$ cat src/verilog/cfgreg_pkg.sv
// Shared constants for the configuration register bank
package cfgreg_pkg;
  // Register indices reached through the data port
  localparam logic [7:0] IDX_UART_IR = 8'h0c;
  localparam logic [7:0] IDX_IR_PIN = 8'h0d;
  localparam logic [7:0] IDX_TEST_A = 8'h0e;
  localparam logic [7:0] IDX_TEST_B = 8'h0f;
  localparam logic [7:0] IDX_GP0_LO = 8'h10;
  localparam logic [7:0] IDX_GP0_HI = 8'h11;
  localparam logic [7:0] IDX_GP1_LO = 8'h12;
  localparam logic [7:0] IDX_GP1_HI = 8'h13;
  localparam logic [7:0] IDX_GP0_MODE = 8'h14;
  // Values after reset
  localparam logic [7:0] RST_UART_IR = 8'h28;
  localparam logic [7:0] RST_IR_PIN = 8'ha3;
  localparam logic [7:0] RST_GP = 8'h00;
  // Synchroniser reset values hold every pin at its idle level
  localparam logic [26:0] RST_PIN_SYNC = 27'h00000c0;
  localparam logic [1:0] RST_AUX_SYNC = 2'h1;
  // Cycles until the strap has passed the synchroniser
  localparam logic [1:0] STRAP_WAIT = 2'h2;
  // Writable bits; reserved bits read as zero
  localparam logic [7:0] MASK_UART_IR = 8'hfb;
  localparam logic [7:0] MASK_GP_HI = 8'hc7;
  // Field positions
  localparam int B_UART_A_FAST = 7;
  localparam int B_UART_B_FAST = 6;
  localparam int B_KEY_SEL = 5;
  localparam int B_BANK_PRI = 4;
  localparam int B_ROLE = 3;
  localparam int B_RX_INV = 1;
  localparam int B_TX_INV = 0;
  localparam int B_HALF_DUP = 3;
  // Unlock keys and ports
  localparam logic [10:0] PORT_LOW = 11'h250;
  localparam logic [10:0] PORT_HIGH = 11'h3f0;
  localparam logic [7:0] KEY_00 = 8'h88;
  localparam logic [7:0] KEY_01 = 8'h89;
  localparam logic [7:0] KEY_10 = 8'h86;
  localparam logic [7:0] KEY_11 = 8'h87;
  localparam logic [7:0] KEY_EXIT = 8'haa;
  // Infrared modes
  localparam logic [2:0] IRM_PULSE_FIX = 3'b010;
  localparam logic [2:0] IRM_PULSE_316 = 3'b011;
  // Timing
  localparam int CLK_NS = 20;
  localparam int IR_PULSE_NS = 1600;
  localparam int IR_PULSE_CYC = (IR_PULSE_NS + CLK_NS - 1) / CLK_NS;
  localparam int CARRIER_HALF_NS = 1000;
  localparam int CARRIER_HALF_CYC = CARRIER_HALF_NS / CLK_NS;
  localparam logic [7:0] PULSE_316_TICKS = 8'h03;
  localparam logic [4:0] DEMOD_HOLD_TICKS = 5'h10;
endpackage : cfgreg_pkg

$ cat src/verilog/cfgreg_top.sv
// Configuration register bank with infrared routing and decoded pins
module cfgreg_top (
  input wire logic CLK_SYS_I,
  input wire logic RST_I,
  input wire logic [10:0] SA_I,
  input wire logic [7:0] SD_I,
  output logic [7:0] SD_O,
  output logic [7:0] SD_OE_N_O,
  input wire logic IOR_N_I,
  input wire logic IOW_N_I,
  input wire logic AEN_I,
  input wire logic UNLOCK_PORT_SELECT_I,
  input wire logic CONFIG_LOCK_I,
  input wire logic [7:0] GP_ONE_MODE_I,
  input wire logic [1:0] GP_PIN_I,
  output logic [1:0] GP_PIN_O,
  output logic [1:0] GP_PIN_OE_N_O,
  output logic UART_A_FAST_CLOCK_SEL_O,
  output logic UART_B_FAST_CLOCK_SEL_O,
  input wire logic [2:0] BANK_IR_MODE_I,
  input wire logic BAUD_X16_TICK_I,
  input wire logic SECOND_SERIAL_OUT_I,
  output logic SECOND_SERIAL_IN_O,
  input wire logic SERIAL_IN_PIN_I,
  output logic SERIAL_OUT_PIN_O,
  input wire logic [1:0] INFRARED_RECEIVE_IN_I,
  output logic [1:0] INFRARED_TRANSMIT_OUT_O,
  output logic [1:0] INFRARED_TRANSMIT_OE_N_O
);

  // Two-flop synchronisers for every pin from the ISA side and IR pins
  logic [26:0] pin_m_r;
  logic [26:0] pin_s_r;
  logic iow_d_r;
  logic [10:0] sa_s;
  logic [7:0] sd_s;
  logic ior_s;
  logic iow_s;
  logic aen_s;
  logic strap_s;
  logic lock_s;
  logic [1:0] gpin_s;
  logic [1:0] infrared_receive_in_s;
  logic sin_s;
  logic wr_edge;

  always_ff @(posedge CLK_SYS_I or posedge RST_I) begin
    if (RST_I) begin
      // Strobes reset idle high so release makes no false write edge
      pin_m_r <= cfgreg_pkg::RST_PIN_SYNC;
      pin_s_r <= cfgreg_pkg::RST_PIN_SYNC;
      iow_d_r <= 1'b1;
    end else begin
      pin_m_r <= {SA_I, SD_I, IOR_N_I, IOW_N_I, AEN_I, UNLOCK_PORT_SELECT_I,
                  CONFIG_LOCK_I, GP_PIN_I, INFRARED_RECEIVE_IN_I[0]};
      pin_s_r <= pin_m_r;
      iow_d_r <= iow_s;
    end
  end

  assign {sa_s, sd_s, ior_s, iow_s, aen_s, strap_s, lock_s, gpin_s} =
    pin_s_r[26:1];
  // Second IR receive and serial input pins share one small synchroniser
  logic [1:0] aux_m_r;
  logic [1:0] aux_s_r;
  always_ff @(posedge CLK_SYS_I or posedge RST_I) begin
    if (RST_I) begin
      // Serial input resets to its idle high, so no false start bit
      aux_m_r <= cfgreg_pkg::RST_AUX_SYNC;
      aux_s_r <= cfgreg_pkg::RST_AUX_SYNC;
    end else begin
      aux_m_r <= {INFRARED_RECEIVE_IN_I[1], SERIAL_IN_PIN_I};
      aux_s_r <= aux_m_r;
    end
  end
  assign infrared_receive_in_s = {aux_s_r[1], pin_s_r[0]};
  assign sin_s = aux_s_r[0];
  // Write strobe falling edge; data is stable around the strobe
  assign wr_edge = iow_d_r & ~iow_s & ~aen_s;

  // Strap is caught once the synchroniser holds the pin, never its reset
  logic [1:0] strap_cnt_r;
  logic port_sel_r;
  always_ff @(posedge CLK_SYS_I or posedge RST_I) begin
    if (RST_I) begin
      strap_cnt_r <= 2'h0;
      port_sel_r <= 1'b0;
    end else if (strap_cnt_r != 2'h3) begin
      strap_cnt_r <= 2'(strap_cnt_r + 2'h1);
      if (strap_cnt_r == cfgreg_pkg::STRAP_WAIT) begin
        port_sel_r <= strap_s;
      end
    end
  end

  // Configuration registers
  logic [7:0] reg_uart_ir_r;
  logic [7:0] reg_ir_pin_r;
  logic [7:0] reg_gp0_lo_r;
  logic [7:0] reg_gp0_hi_r;
  logic [7:0] reg_gp1_lo_r;
  logic [7:0] reg_gp1_hi_r;
  logic [7:0] reg_gp0_mode_r;
  logic [7:0] index_r;
  logic unlocked_r;
  logic key_seen_r;

  logic [10:0] key_port;
  logic [7:0] key_val;
  logic twice;
  always_comb begin
    twice = port_sel_r;
    key_port = port_sel_r ? cfgreg_pkg::PORT_HIGH : cfgreg_pkg::PORT_LOW;
    case ({port_sel_r, reg_uart_ir_r[cfgreg_pkg::B_KEY_SEL]})
      2'b00: key_val = cfgreg_pkg::KEY_00;
      2'b01: key_val = cfgreg_pkg::KEY_01;
      2'b10: key_val = cfgreg_pkg::KEY_10;
      default: key_val = cfgreg_pkg::KEY_11;
    endcase
  end

  logic [10:0] data_port;
  logic key_wr;
  logic idx_wr;
  logic dat_wr;
  logic dat_rd;
  assign data_port = 11'(key_port + 11'h001);
  assign key_wr = wr_edge && sa_s == key_port;
  // index and data port decode while unlocked
  assign idx_wr = key_wr && unlocked_r;
  // lock blocks data port reads and writes
  assign dat_wr = wr_edge && unlocked_r && !lock_s && sa_s == data_port;
  assign dat_rd = !ior_s && !aen_s && unlocked_r && !lock_s &&
                  sa_s == data_port;

  // unlock sequence, single or double key write, exit on AAH
  always_ff @(posedge CLK_SYS_I or posedge RST_I) begin
    if (RST_I) begin
      unlocked_r <= 1'b0;
      key_seen_r <= 1'b0;
    end else if (key_wr) begin
      if (unlocked_r) begin
        unlocked_r <= sd_s != cfgreg_pkg::KEY_EXIT;
        key_seen_r <= 1'b0;
      end else if (sd_s == key_val) begin
        unlocked_r <= !twice || key_seen_r;
        key_seen_r <= twice && !key_seen_r;
      end else begin
        key_seen_r <= 1'b0;
      end
    end
  end

  always_ff @(posedge CLK_SYS_I or posedge RST_I) begin
    if (RST_I) begin
      index_r <= 8'h00;
    end else if (idx_wr && sd_s != cfgreg_pkg::KEY_EXIT) begin
      index_r <= sd_s;
    end
  end

  // data port writes keep reserved bits zero; test registers ignored
  always_ff @(posedge CLK_SYS_I or posedge RST_I) begin
    if (RST_I) begin
      reg_uart_ir_r <= cfgreg_pkg::RST_UART_IR;
      reg_ir_pin_r <= cfgreg_pkg::RST_IR_PIN;
      reg_gp0_lo_r <= cfgreg_pkg::RST_GP;
      reg_gp0_hi_r <= cfgreg_pkg::RST_GP;
      reg_gp1_lo_r <= cfgreg_pkg::RST_GP;
      reg_gp1_hi_r <= cfgreg_pkg::RST_GP;
      reg_gp0_mode_r <= cfgreg_pkg::RST_GP;
    end else if (dat_wr) begin
      case (index_r)
        cfgreg_pkg::IDX_UART_IR: reg_uart_ir_r <=
          sd_s & cfgreg_pkg::MASK_UART_IR;
        cfgreg_pkg::IDX_IR_PIN: reg_ir_pin_r <= sd_s;
        cfgreg_pkg::IDX_GP0_LO: reg_gp0_lo_r <= sd_s;
        cfgreg_pkg::IDX_GP0_HI: reg_gp0_hi_r <= sd_s & cfgreg_pkg::MASK_GP_HI;
        cfgreg_pkg::IDX_GP1_LO: reg_gp1_lo_r <= sd_s;
        cfgreg_pkg::IDX_GP1_HI: reg_gp1_hi_r <= sd_s & cfgreg_pkg::MASK_GP_HI;
        cfgreg_pkg::IDX_GP0_MODE: reg_gp0_mode_r <= sd_s;
        default: ;
      endcase
    end
  end

  // Readback mux; test and unmapped indices read zero
  logic [7:0] rd_data;
  always_comb begin
    case (index_r)
      cfgreg_pkg::IDX_UART_IR: rd_data = reg_uart_ir_r;
      cfgreg_pkg::IDX_IR_PIN: rd_data = reg_ir_pin_r;
      cfgreg_pkg::IDX_GP0_LO: rd_data = reg_gp0_lo_r;
      cfgreg_pkg::IDX_GP0_HI: rd_data = reg_gp0_hi_r;
      cfgreg_pkg::IDX_GP1_LO: rd_data = reg_gp1_lo_r;
      cfgreg_pkg::IDX_GP1_HI: rd_data = reg_gp1_hi_r;
      cfgreg_pkg::IDX_GP0_MODE: rd_data = reg_gp0_mode_r;
      default: rd_data = 8'h00;
    endcase
  end

  // Decoded general-purpose pins, one copy per pin
  logic [7:0] gp_mode [2];
  logic [10:0] gp_addr [2];
  logic [1:0] gp_cmp [2];
  logic [1:0] gp_rd_en;
  logic [1:0] gp_rd_bit;
  assign gp_mode[0] = reg_gp0_mode_r;
  assign gp_mode[1] = GP_ONE_MODE_I;
  assign gp_addr[0] = {reg_gp0_hi_r[2:0], reg_gp0_lo_r};
  assign gp_addr[1] = {reg_gp1_hi_r[2:0], reg_gp1_lo_r};
  assign gp_cmp[0] = reg_gp0_hi_r[7:6];
  assign gp_cmp[1] = reg_gp1_hi_r[7:6];

  genvar gi;
  generate
    for (gi = 0; gi < 2; gi++) begin : g_pin
      logic [10:0] mask;
      logic hit;
      logic qual;
      logic sel_on;
      logic out_val_r;
      // drop low address bits from the compare
      assign mask = 11'h7ff << gp_cmp[gi];
      assign hit = !aen_s && ((sa_s ^ gp_addr[gi]) & mask) == 11'h000;
      // strobe qualifier: bit 2 write, bit 3 read
      assign qual = gp_mode[gi][3:2] == 2'b00 ||
                    (gp_mode[gi][2] && !iow_s) ||
                    (gp_mode[gi][3] && !ior_s);
      assign sel_on = hit && qual;
      // latch bus bit on matching write in output modes
      always_ff @(posedge CLK_SYS_I or posedge RST_I) begin
        if (RST_I) begin
          out_val_r <= 1'b0;
        end else if (wr_edge && hit && !gp_mode[gi][7] && gp_mode[gi][5]) begin
          out_val_r <= sd_s[gi] ^ gp_mode[gi][1];
        end
      end
      // chip select or data output drives the pin
      always_ff @(posedge CLK_SYS_I or posedge RST_I) begin
        if (RST_I) begin
          GP_PIN_O[gi] <= 1'b0;
          GP_PIN_OE_N_O[gi] <= 1'b1;
        end else if (gp_mode[gi][7]) begin
          GP_PIN_O[gi] <= sel_on ? gp_mode[gi][4] : !gp_mode[gi][4];
          GP_PIN_OE_N_O[gi] <= 1'b0;
        end else begin
          GP_PIN_O[gi] <= out_val_r;
          GP_PIN_OE_N_O[gi] <= !gp_mode[gi][5];
        end
      end
      // pin-to-bus inversion on matching reads only
      assign gp_rd_en[gi] = hit && !ior_s && !gp_mode[gi][7] &&
                            gp_mode[gi][6];
      assign gp_rd_bit[gi] = gpin_s[gi] ^ gp_mode[gi][0];
    end
  endgenerate

  // data bus drive; config read wins, unmatched cycles float
  always_ff @(posedge CLK_SYS_I or posedge RST_I) begin
    if (RST_I) begin
      SD_O <= 8'h00;
      SD_OE_N_O <= 8'hff;
    end else if (dat_rd) begin
      SD_O <= rd_data;
      SD_OE_N_O <= 8'h00;
    end else begin
      SD_O <= {6'h00, gp_rd_bit};
      SD_OE_N_O <= {6'h3f, ~gp_rd_en};
    end
  end

  // clock selects straight from the register
  always_ff @(posedge CLK_SYS_I or posedge RST_I) begin
    if (RST_I) begin
      UART_A_FAST_CLOCK_SEL_O <= 1'b0;
      UART_B_FAST_CLOCK_SEL_O <= 1'b0;
    end else begin
      UART_A_FAST_CLOCK_SEL_O <= reg_uart_ir_r[cfgreg_pkg::B_UART_A_FAST];
      UART_B_FAST_CLOCK_SEL_O <= reg_uart_ir_r[cfgreg_pkg::B_UART_B_FAST];
    end
  end

  // Infrared path
  logic [2:0] ir_mode;
  logic ir_role;
  logic ir_on;
  logic tx_v;
  logic tx_d_r;
  logic [3:0] phase_r;
  logic [7:0] pulse_cnt_r;
  logic [5:0] carr_cnt_r;
  logic carrier_r;
  logic [4:0] hold_r;
  logic bit_start;
  logic rx_ok;
  logic rx_v;
  // bank selection may override the register
  assign ir_mode = reg_uart_ir_r[cfgreg_pkg::B_BANK_PRI] ? BANK_IR_MODE_I :
                   reg_ir_pin_r[2:0];
  assign ir_role = !reg_uart_ir_r[cfgreg_pkg::B_ROLE];
  assign ir_on = ir_role && ir_mode[2:1] != 2'b00;
  assign tx_v = SECOND_SERIAL_OUT_I ^ reg_uart_ir_r[cfgreg_pkg::B_TX_INV];
  // A pulse starts each zero bit, counted in 16x ticks of the baud clock
  assign bit_start = !tx_v && (tx_d_r || (BAUD_X16_TICK_I &&
                     phase_r == 4'hf));

  always_ff @(posedge CLK_SYS_I or posedge RST_I) begin
    if (RST_I) begin
      tx_d_r <= 1'b1;
      phase_r <= 4'h0;
    end else begin
      tx_d_r <= tx_v;
      if (tx_v) begin
        phase_r <= 4'h0;
      end else if (BAUD_X16_TICK_I) begin
        phase_r <= 4'(phase_r + 4'h1);
      end
    end
  end

  // pulse width: fixed cycles in 010, three ticks in 011
  always_ff @(posedge CLK_SYS_I or posedge RST_I) begin
    if (RST_I) begin
      pulse_cnt_r <= 8'h00;
    end else if (bit_start && ir_mode == cfgreg_pkg::IRM_PULSE_FIX) begin
      pulse_cnt_r <= 8'(cfgreg_pkg::IR_PULSE_CYC);
    end else if (bit_start && ir_mode == cfgreg_pkg::IRM_PULSE_316) begin
      pulse_cnt_r <= cfgreg_pkg::PULSE_316_TICKS;
    end else if (pulse_cnt_r != 8'h00 &&
                 (ir_mode == cfgreg_pkg::IRM_PULSE_FIX ||
                  BAUD_X16_TICK_I)) begin
      pulse_cnt_r <= 8'(pulse_cnt_r - 8'h01);
    end
  end

  // carrier for odd shift-keyed modes; period is twice the half count
  always_ff @(posedge CLK_SYS_I or posedge RST_I) begin
    if (RST_I) begin
      carr_cnt_r <= 6'h00;
      carrier_r <= 1'b0;
    end else if (carr_cnt_r == 6'(cfgreg_pkg::CARRIER_HALF_CYC - 1)) begin
      carr_cnt_r <= 6'h00;
      carrier_r <= !carrier_r;
    end else begin
      carr_cnt_r <= 6'(carr_cnt_r + 6'h01);
    end
  end

  assign rx_ok = reg_ir_pin_r[5:4] == 2'b01 || reg_ir_pin_r[5:4] == 2'b10;
  assign rx_v = (reg_ir_pin_r[5] ? infrared_receive_in_s[1] : infrared_receive_in_s[0]) ^
                reg_uart_ir_r[cfgreg_pkg::B_RX_INV];

  // received pulses stretch to one low bit time before the UART
  always_ff @(posedge CLK_SYS_I or posedge RST_I) begin
    if (RST_I) begin
      hold_r <= 5'h00;
    end else if (rx_ok && rx_v) begin
      hold_r <= cfgreg_pkg::DEMOD_HOLD_TICKS;
    end else if (hold_r != 5'h00 && BAUD_X16_TICK_I) begin
      hold_r <= 5'(hold_r - 5'h01);
    end
  end

  // Serial input to the UART
  always_ff @(posedge CLK_SYS_I or posedge RST_I) begin
    if (RST_I) begin
      SECOND_SERIAL_IN_O <= 1'b1;
    end else if (!ir_role) begin
      SECOND_SERIAL_IN_O <= sin_s ^ reg_uart_ir_r[cfgreg_pkg::B_RX_INV];
    end else if (!ir_on || !rx_ok) begin
      SECOND_SERIAL_IN_O <= 1'b1;
    end else if (reg_ir_pin_r[cfgreg_pkg::B_HALF_DUP] && !tx_v) begin
      // half duplex mutes receive while sending
      SECOND_SERIAL_IN_O <= 1'b1;
    end else if (ir_mode[1]) begin
      SECOND_SERIAL_IN_O <= hold_r == 5'h00;
    end else begin
      SECOND_SERIAL_IN_O <= rx_v;
    end
  end

  // Transmit value per mode; shift-keyed modes light on a zero bit
  logic ir_tx_val;
  always_comb begin
    if (!ir_mode[2]) begin
      ir_tx_val = pulse_cnt_r != 8'h00;
    end else begin
      ir_tx_val = !tx_v && (!ir_mode[0] || carrier_r);
    end
  end

  always_ff @(posedge CLK_SYS_I or posedge RST_I) begin
    if (RST_I) begin
      INFRARED_TRANSMIT_OUT_O <= 2'b00;
      INFRARED_TRANSMIT_OE_N_O <= 2'b11;
      SERIAL_OUT_PIN_O <= 1'b1;
    end else begin
      INFRARED_TRANSMIT_OUT_O <= {2{ir_tx_val}};
      INFRARED_TRANSMIT_OE_N_O[0] <= !(ir_on && reg_ir_pin_r[7:6] == 2'b01);
      INFRARED_TRANSMIT_OE_N_O[1] <= !(ir_on && reg_ir_pin_r[7:6] == 2'b10);
      SERIAL_OUT_PIN_O <= ir_role ? 1'b1 : tx_v;
    end
  end

  // Checks
  property p_clk_sel;
    @(posedge CLK_SYS_I) disable iff (RST_I)
    1'b1 |=> UART_A_FAST_CLOCK_SEL_O == $past(reg_uart_ir_r[7]);
  endproperty
  a_clk_sel: assert property (p_clk_sel)
    else $error("fast clock select does not follow register");

  property p_single_key;
    @(posedge CLK_SYS_I) disable iff (RST_I)
    (key_wr && !unlocked_r && !twice && sd_s == key_val) |=> unlocked_r;
  endproperty
  a_single_key: assert property (p_single_key)
    else $error("single key did not unlock");

  property p_double_key;
    @(posedge CLK_SYS_I) disable iff (RST_I)
    (key_wr && !unlocked_r && twice && !key_seen_r) |=> !unlocked_r;
  endproperty
  a_double_key: assert property (p_double_key)
    else $error("first of two key writes unlocked");

  property p_lock;
    @(posedge CLK_SYS_I) disable iff (RST_I)
    (wr_edge && lock_s) |=> $stable(reg_ir_pin_r) && $stable(reg_gp0_mode_r);
  endproperty
  a_lock: assert property (p_lock)
    else $error("locked write changed a register");

  property p_ir_off;
    @(posedge CLK_SYS_I) disable iff (RST_I)
    (ir_role && ir_mode[2:1] == 2'b00) |=>
      INFRARED_TRANSMIT_OE_N_O == 2'b11 && SECOND_SERIAL_IN_O;
  endproperty
  a_ir_off: assert property (p_ir_off)
    else $error("disabled infrared still active");

  property p_route;
    @(posedge CLK_SYS_I) disable iff (RST_I)
    (reg_ir_pin_r[7:6] != 2'b10) |=> INFRARED_TRANSMIT_OE_N_O[1];
  endproperty
  a_route: assert property (p_route)
    else $error("alternate transmit pin driven while not routed");

  property p_pulse_fix;
    @(posedge CLK_SYS_I) disable iff (RST_I)
    (bit_start && ir_mode == cfgreg_pkg::IRM_PULSE_FIX && pulse_cnt_r == 0)
      |=> pulse_cnt_r == 8'd80;
  endproperty
  a_pulse_fix: assert property (p_pulse_fix)
    else $error("fixed pulse not 80 cycles");

  property p_cs_level;
    @(posedge CLK_SYS_I) disable iff (RST_I)
    (gp_mode[0][7] && g_pin[0].sel_on) |=>
      !GP_PIN_OE_N_O[0] && GP_PIN_O[0] == $past(gp_mode[0][4]);
  endproperty
  a_cs_level: assert property (p_cs_level)
    else $error("chip select level wrong");

  property p_float;
    @(posedge CLK_SYS_I) disable iff (RST_I)
    (gp_mode[0][7:5] == 3'b000) |=> GP_PIN_OE_N_O[0];
  endproperty
  a_float: assert property (p_float)
    else $error("inactive pin is driven");

  property p_cfg_read;
    @(posedge CLK_SYS_I) disable iff (RST_I)
    dat_rd |=> SD_OE_N_O == 8'h00 && SD_O == $past(rd_data);
  endproperty
  a_cfg_read: assert property (p_cfg_read)
    else $error("config read data missing");

endmodule : cfgreg_top

$ cat config.mk
export PLATFORM = sky130hd
export DESIGN_NAME = cfgreg_top
export DESIGN_NICKNAME = d
export VERILOG_FILES = /design/src/verilog/cfgreg_pkg.sv /design/src/verilog/cfgreg_top.sv
export SDC_FILE = /design/constraint.sdc
export NUM_CORES = 1
export LEC_CHECK = 0
export ABC_AREA = 1
export CAP_MARGIN = 25
export CORE_MARGIN = 2
export CORE_UTILIZATION = 55
export CTS_CLUSTER_SIZE = 16
export DETAILED_ROUTE_END_ITERATION = 10
export DONT_BUFFER_PORTS = 1
export PLACE_DENSITY_LB_ADDON = 0.1
export SLEW_MARGIN = 20
export SYNTH_ARGS = -nofsm -noshare
export SYNTH_HDL_FRONTEND = slang
export SYNTH_SLANG_ARGS = --single-unit
$ cat constraint.sdc
create_clock -name CLK_SYS_I -period 16.26 [get_ports CLK_SYS_I]
set_input_delay 2.439 -clock CLK_SYS_I [delete_from_list [all_inputs] [get_ports CLK_SYS_I]]
set_output_delay 2.439 -clock CLK_SYS_I [all_outputs]
set_load 0.02 [all_outputs]
; ---- Yosys cells after proc, flatten, opt, wreduce, memory -nomap -nowiden
; Cells that the tools add are included.
[totals]
regBits = 175
latchBits = 0
mem_bits_rw = 0
rom_bits = 0
in_bits = 44
output_inout_bits = 28
elab_cells = 208
n_memories = 0
[op_classes]
addsub = 6
mul = 0
div_mod_pow = 0
n_lt_le_gt_ge = 0
n_eq_ne = 23
shifts = 2
mux = 31
bitwise_logic = 16
reduce_logical = 93
[ops]
columns = operator, n
row1 = 8-bit one-hot mux with 7 select lines, 1
row2 = 1-bit logical AND, 43
row3 = 8-bit by 5-bit equality test with 1-bit output (second input constant), 5
row4 = 8-bit 2-to-1 mux, 5
row5 = 11-bit bitwise AND, 2
row6 = 11-bit logical NOT, 2
row7 = 11-bit by 2-bit << shifter with 11-bit output (first input constant), 2
row8 = 11-bit bitwise XOR, 2
row9 = 1-bit logical NOT, 20
row10 = 1-bit 2-to-1 mux, 17
row11 = 8-bit by 4-bit equality test with 1-bit output (second input constant), 2
row12 = 2-bit AND reduction, 8
row13 = 4-bit one-hot mux with 3 select lines, 1
row14 = 10-bit by 1-bit adder with 11-bit output (second input constant), 1
row15 = 11-bit by 10-bit equality test with 1-bit output, 1
row16 = 11-bit equality test, 1
row17 = 1-bit logical OR, 10
row18 = 5-bit 2-to-1 mux, 2
row19 = 9-bit 2-to-1 mux, 1
row20 = 2-bit equality test (second input constant), 4
row21 = 8-bit equality test, 1
row22 = 4-bit 2-to-1 mux, 2
row23 = 8-bit inequality test (second input constant), 1
row24 = 8-bit nonzero test, 1
row25 = 21 further kinds, 36

; ---- Depth between registers and ports, before layout
[depth]
word_depth = 9
ltp_mapped = 13
mapped_depth_nobuf = 13

; ---- Worst setup path after synthesis
; No wires, ideal clock.
[synth_path]
kind = input to register
start = in BANK_IR_MODE_I[1]
end = reg pulse_cnt_r[0]
setup_ns = 0.128
t_arrival_ns = 3.304
required_ns = 16.132
path_slack_ns = 12.827
path_stages = 12
n_path_buf = 0
path_cell_list = inv_1 nand2_1 o21ai_0 inv_1 nand2_1 inv_1 nand2_1 nand2_1 nand2_2 nand2_2 nand3_1 o21ai_0
[synth_via]
elab_chain_len = 5
elab_cells_between_ends = 10
classes_between = eq/ne (2) / mux (3) / reduce/logical (5)
[synth_lines]
columns = element, line
row1 = from (decl), cfgreg_top.sv:20  ; input wire logic [2:0] BANK_IR_MODE_I,
row2 = 3-bit 2-to-1 mux (*), cfgreg_top.sv:299  ; assign ir_mode = reg_uart_ir_r[cfgreg_pkg::B_BANK_PRI] ? BANK_IR_MODE_I :
row3 = "3-bit by 2-bit equality test with 1-bit output, on equally long branches", "cfgreg_top.sv:328, cfgreg_top.sv:326, cfgreg_top.sv:331"
row4 = 1-bit logical AND or 1-bit logical OR (tied branches), "cfgreg_top.sv:328, cfgreg_top.sv:331"
row5 = 8-bit 2-to-1 mux or 1-bit logical AND (tied branches), "cfgreg_top.sv:328, cfgreg_top.sv:330"
row6 = 8-bit 2-to-1 mux or 3-bit nonzero test (tied branches), -
row7 = to (signal assigned), cfgreg_top.sv:327  ; pulse_cnt_r <= 8'(cfgreg_pkg::IR_PULSE_CYC);
row8 = to (signal assigned), cfgreg_top.sv:329  ; pulse_cnt_r <= cfgreg_pkg::PULSE_316_TICKS;
row9 = to (signal assigned), cfgreg_top.sv:333  ; pulse_cnt_r <= 8'(pulse_cnt_r - 8'h01);
row10 = to (decl), cfgreg_top.sv:291  ; logic [7:0] pulse_cnt_r;
; Every way passes the cells marked *; elsewhere a longest branch is shown, timed or not.
; A chain may end at the register's enable or synchronous reset.

==> impl_metrics.yaml <==
yosys:
  ys.flop_type: "dfrtp_1"
  netlist_area_sq_mm: 0.007575
  synth.avg_cell_area_sq_um: 8.482
  syn_inst: 893
  synth_seq_area_share_pct: 56.54
  yosysTopAreaCell: "dfrtp_1"
  synth_top_area_share_pct: 48.56
  synth_fp_nets: 946
  ys_ff_latch: 170
  synth_area_leaders: "dfrtp_1, nand2_1, dfstp_2, nand3_1, inv_1"
  ys_warn_count: 0
  synth_cell_types: 36
  ys_async_sr_fraction_pct: 100.0
  synth_enable_flop_cells: 0
placed_design:
  gp_congestion: 0.9386
  dp_hpwl_mm: 12.58
  io_buffers: 0
  place_inst: 1046
floorplanning:
  start_util_pct: 56.75
  die-area_sq_mm: 0.01473
  rows: 42
  core_sq_mm: 0.01335
  io_pins: 72
  die_width_microns: 121.4
  die_h_microns: 121.4
layout:
  drive_above_1_share_pct: 7.317
  multi_input_area_sq_mm: 0.002754
  layout.cells.non_filler: 1078
  nets: 942
  nFillCells: 1199
  final_util_pct: 61.76
  antennaDiodeCount: 0
  synthToLayoutAreaGrowth_pct: 8.837
  seq_area_sq_mm: 0.004283
drt:
  top_layer: "met4"
  drt-met1-wl_mm: 7.561
  wl_met2_mm: 8.454
  postRouteAntennaNets: 0
  dr_wl_met3_mm: 1.061
  avgRoutedWirePerCell_microns: 16.27
  wirelength_mm: 17.54
  drc: 0
  vias_per_cell: 5.327
  drt_first_iter_violations: 577
  dr.pass1.iters: 6
  vias: 5743
clocking:
  cts.sinks: 170
  htree_levels: 4
  postCtsResizedCells: 0
  post-cts-setup-buffers: 0
  clk_path_buf_depth: 2
  hold_buffers: 0
  insertion_delay_ps: 440
  root_buffer: "clkbuf_16"
  cts_made_buffers: 17
  cts_tree: "done"
  clk_pin_slew_worst_paths_ps: 70
timing:
  slew_headroom_pct: 41.37
  tightest_slew_ps: 879.5
  rsz0062_at_grt: "no"
  tns_ps: 0
  min_period_over_period_pct: 23.33
  hold_viol: 0
  fin_skew_ps: 11.05
  slew_viol_final: 0
  setup_viol: 0
  timing.fmax_ghz: 0.2636
  finalCriticalPeriod_ps: 3793
  whs_ps: 348.4
setup_path:
  cp_max_fo: 6
  critPathKind: "register to output port"
  required_ps: 13820
  rrSetupSlack_ps: 13930
  worst_setup_path_end_kind: "output port"
  startpoint_type: "register"
  arrival_ps: 1350
grt:
  overflow: 0
  antenna_found_initial: 0
  grt_pass1_vias: 5658
  grt_use_total_pct: 25.65
  grt_pass1_wl_mm: 28.50
  grt_max_degree: 103
job:
  max_cap_violations: 0
pwr:
  p_per_area_mw_per_mm2: 113.9
  power_uw: 938.9
  vdd_ir_drop_max_mv: 0.1036
  p_leak_nw: 4.126
outcome:
  status: "complete, no violations"
worst_hold_path:
  hold_path_class: "register to register"
==> synth_stat cells, types with 2 or more instances <==
cell      count
a21oi_1      20
a31oi_1       2
and2_1        2
buf_2         3
buf_4        14
clkbuf_1      8
dfrtp_1     147
dfstp_2      23
ha_1          9
inv_1       104
nand2_1     285
nand2_2       2
nand3_1      89
nand4_1      17
nor2_1       80
nor2_2        2
nor3_1       14
nor4_1        3
o211ai_1      5
o21ai_0      31
o22ai_1       2
xnor2_1       5
xor2_1       13
==> logic make-up after synthesis <==
logic type	Yosys count	share of synthesized area [%]
compound gates	65	4.741
xor+xnor	19	2.296
fa+ha+maj	9	1.487
buf+inv	130	7.185
flops	170	56.54
simple gates	500	27.75
==> metal layers <==
| layer | global-route usage (%) | vias up |
|---|---|---|
| met5 | 0 | - |
| met4 | 10.56 | 0 |
| met3 | 5.639 | 30 |
| met2 | 41.82 | 185 |
| met1 | 33.33 | 2727 |
| li1 | - | 2801 |
==> registers in the layout, indices dropped and copies added (netlist names), 2 cells and up <==
name and flops:
strap_cnt_r 2, reg_ir_pin_r 8, phase_r 4, reg_gp1_lo_r 8, pulse_cnt_r 8, reg_gp0_lo_r 8, carr_cnt_r 6, index_r 8
g_pin.out_val_r 2, reg_gp0_hi_r 5, pin_m_r 27, reg_uart_ir_r 7, GP_PIN_OE_N_O 2, SD_OE_N_O 3, GP_PIN_O 2, aux_s_r 2
hold_r 5, reg_gp0_mode_r 8, INFRARED_TRANSMIT_OE_N_O 2, aux_m_r 2, reg_gp1_hi_r 5, pin_s_r 27, SD_O 8
==> worst paths after layout <==
path	cells after the start	to	start
setup / recovery	0	SD_OE_N_O[2]	SD_OE_N_O[6]
hold / removal	0	pin_s_r[16]	pin_m_r[16]
setup reg to reg	10	reg_gp1_lo_r[5]	port_sel_r
hold reg to reg	0	pin_s_r[16]	pin_m_r[16]
max in group asynchronous	2	pin_m_r[0]	RST_I
min in group asynchronous	1	hold_r[0]	RST_I
==> cells in the final DEF (no fill, tap or decap), types with 5 or more instances in the layout <==
cell type,count
ha_1,9
inv_1,103
o211ai_1,5
nand3_1,89
xnor2_1,5
dfstp_2,23
nand2_1,285
clkbuf_16,17
nand4_1,17
a21oi_1,20
nor2_1,80
o21ai_0,31
xor2_1,13
dfrtp_1,147
inv_6,6
nor3_1,14
==> layout make-up <==
cell class / count / share of cell area, %
Sequential cell: 170 / 51.95
Multi-Input combinational cell: 593 / 33.40
Clock buffer: 19 / 5.373
Inverter: 105 / 4.841
Tap cell: 176 / 2.671
Clock inverter: 13 / 1.578
Timing Repair Buffer: 2 / 0.1821
==> metrics by stage <==
stage	setup WS (ps)	instance area, sq um
finish	12470	8244
global placement	12320	7671
floorplan	9256	7575
CTS	12450	8244
detailed placement	12260	7671
global route	12410	8244
==> power by group <==
group / switching [mW] / leakage (nW) / internal [mW]
clock network: 0.173 / 0.273 / 0.218
registers: 0.0211 / 2.11 / 0.447
logic: 0.0521 / 1.74 / 0.0275
(Power assumes the default switching activity.)
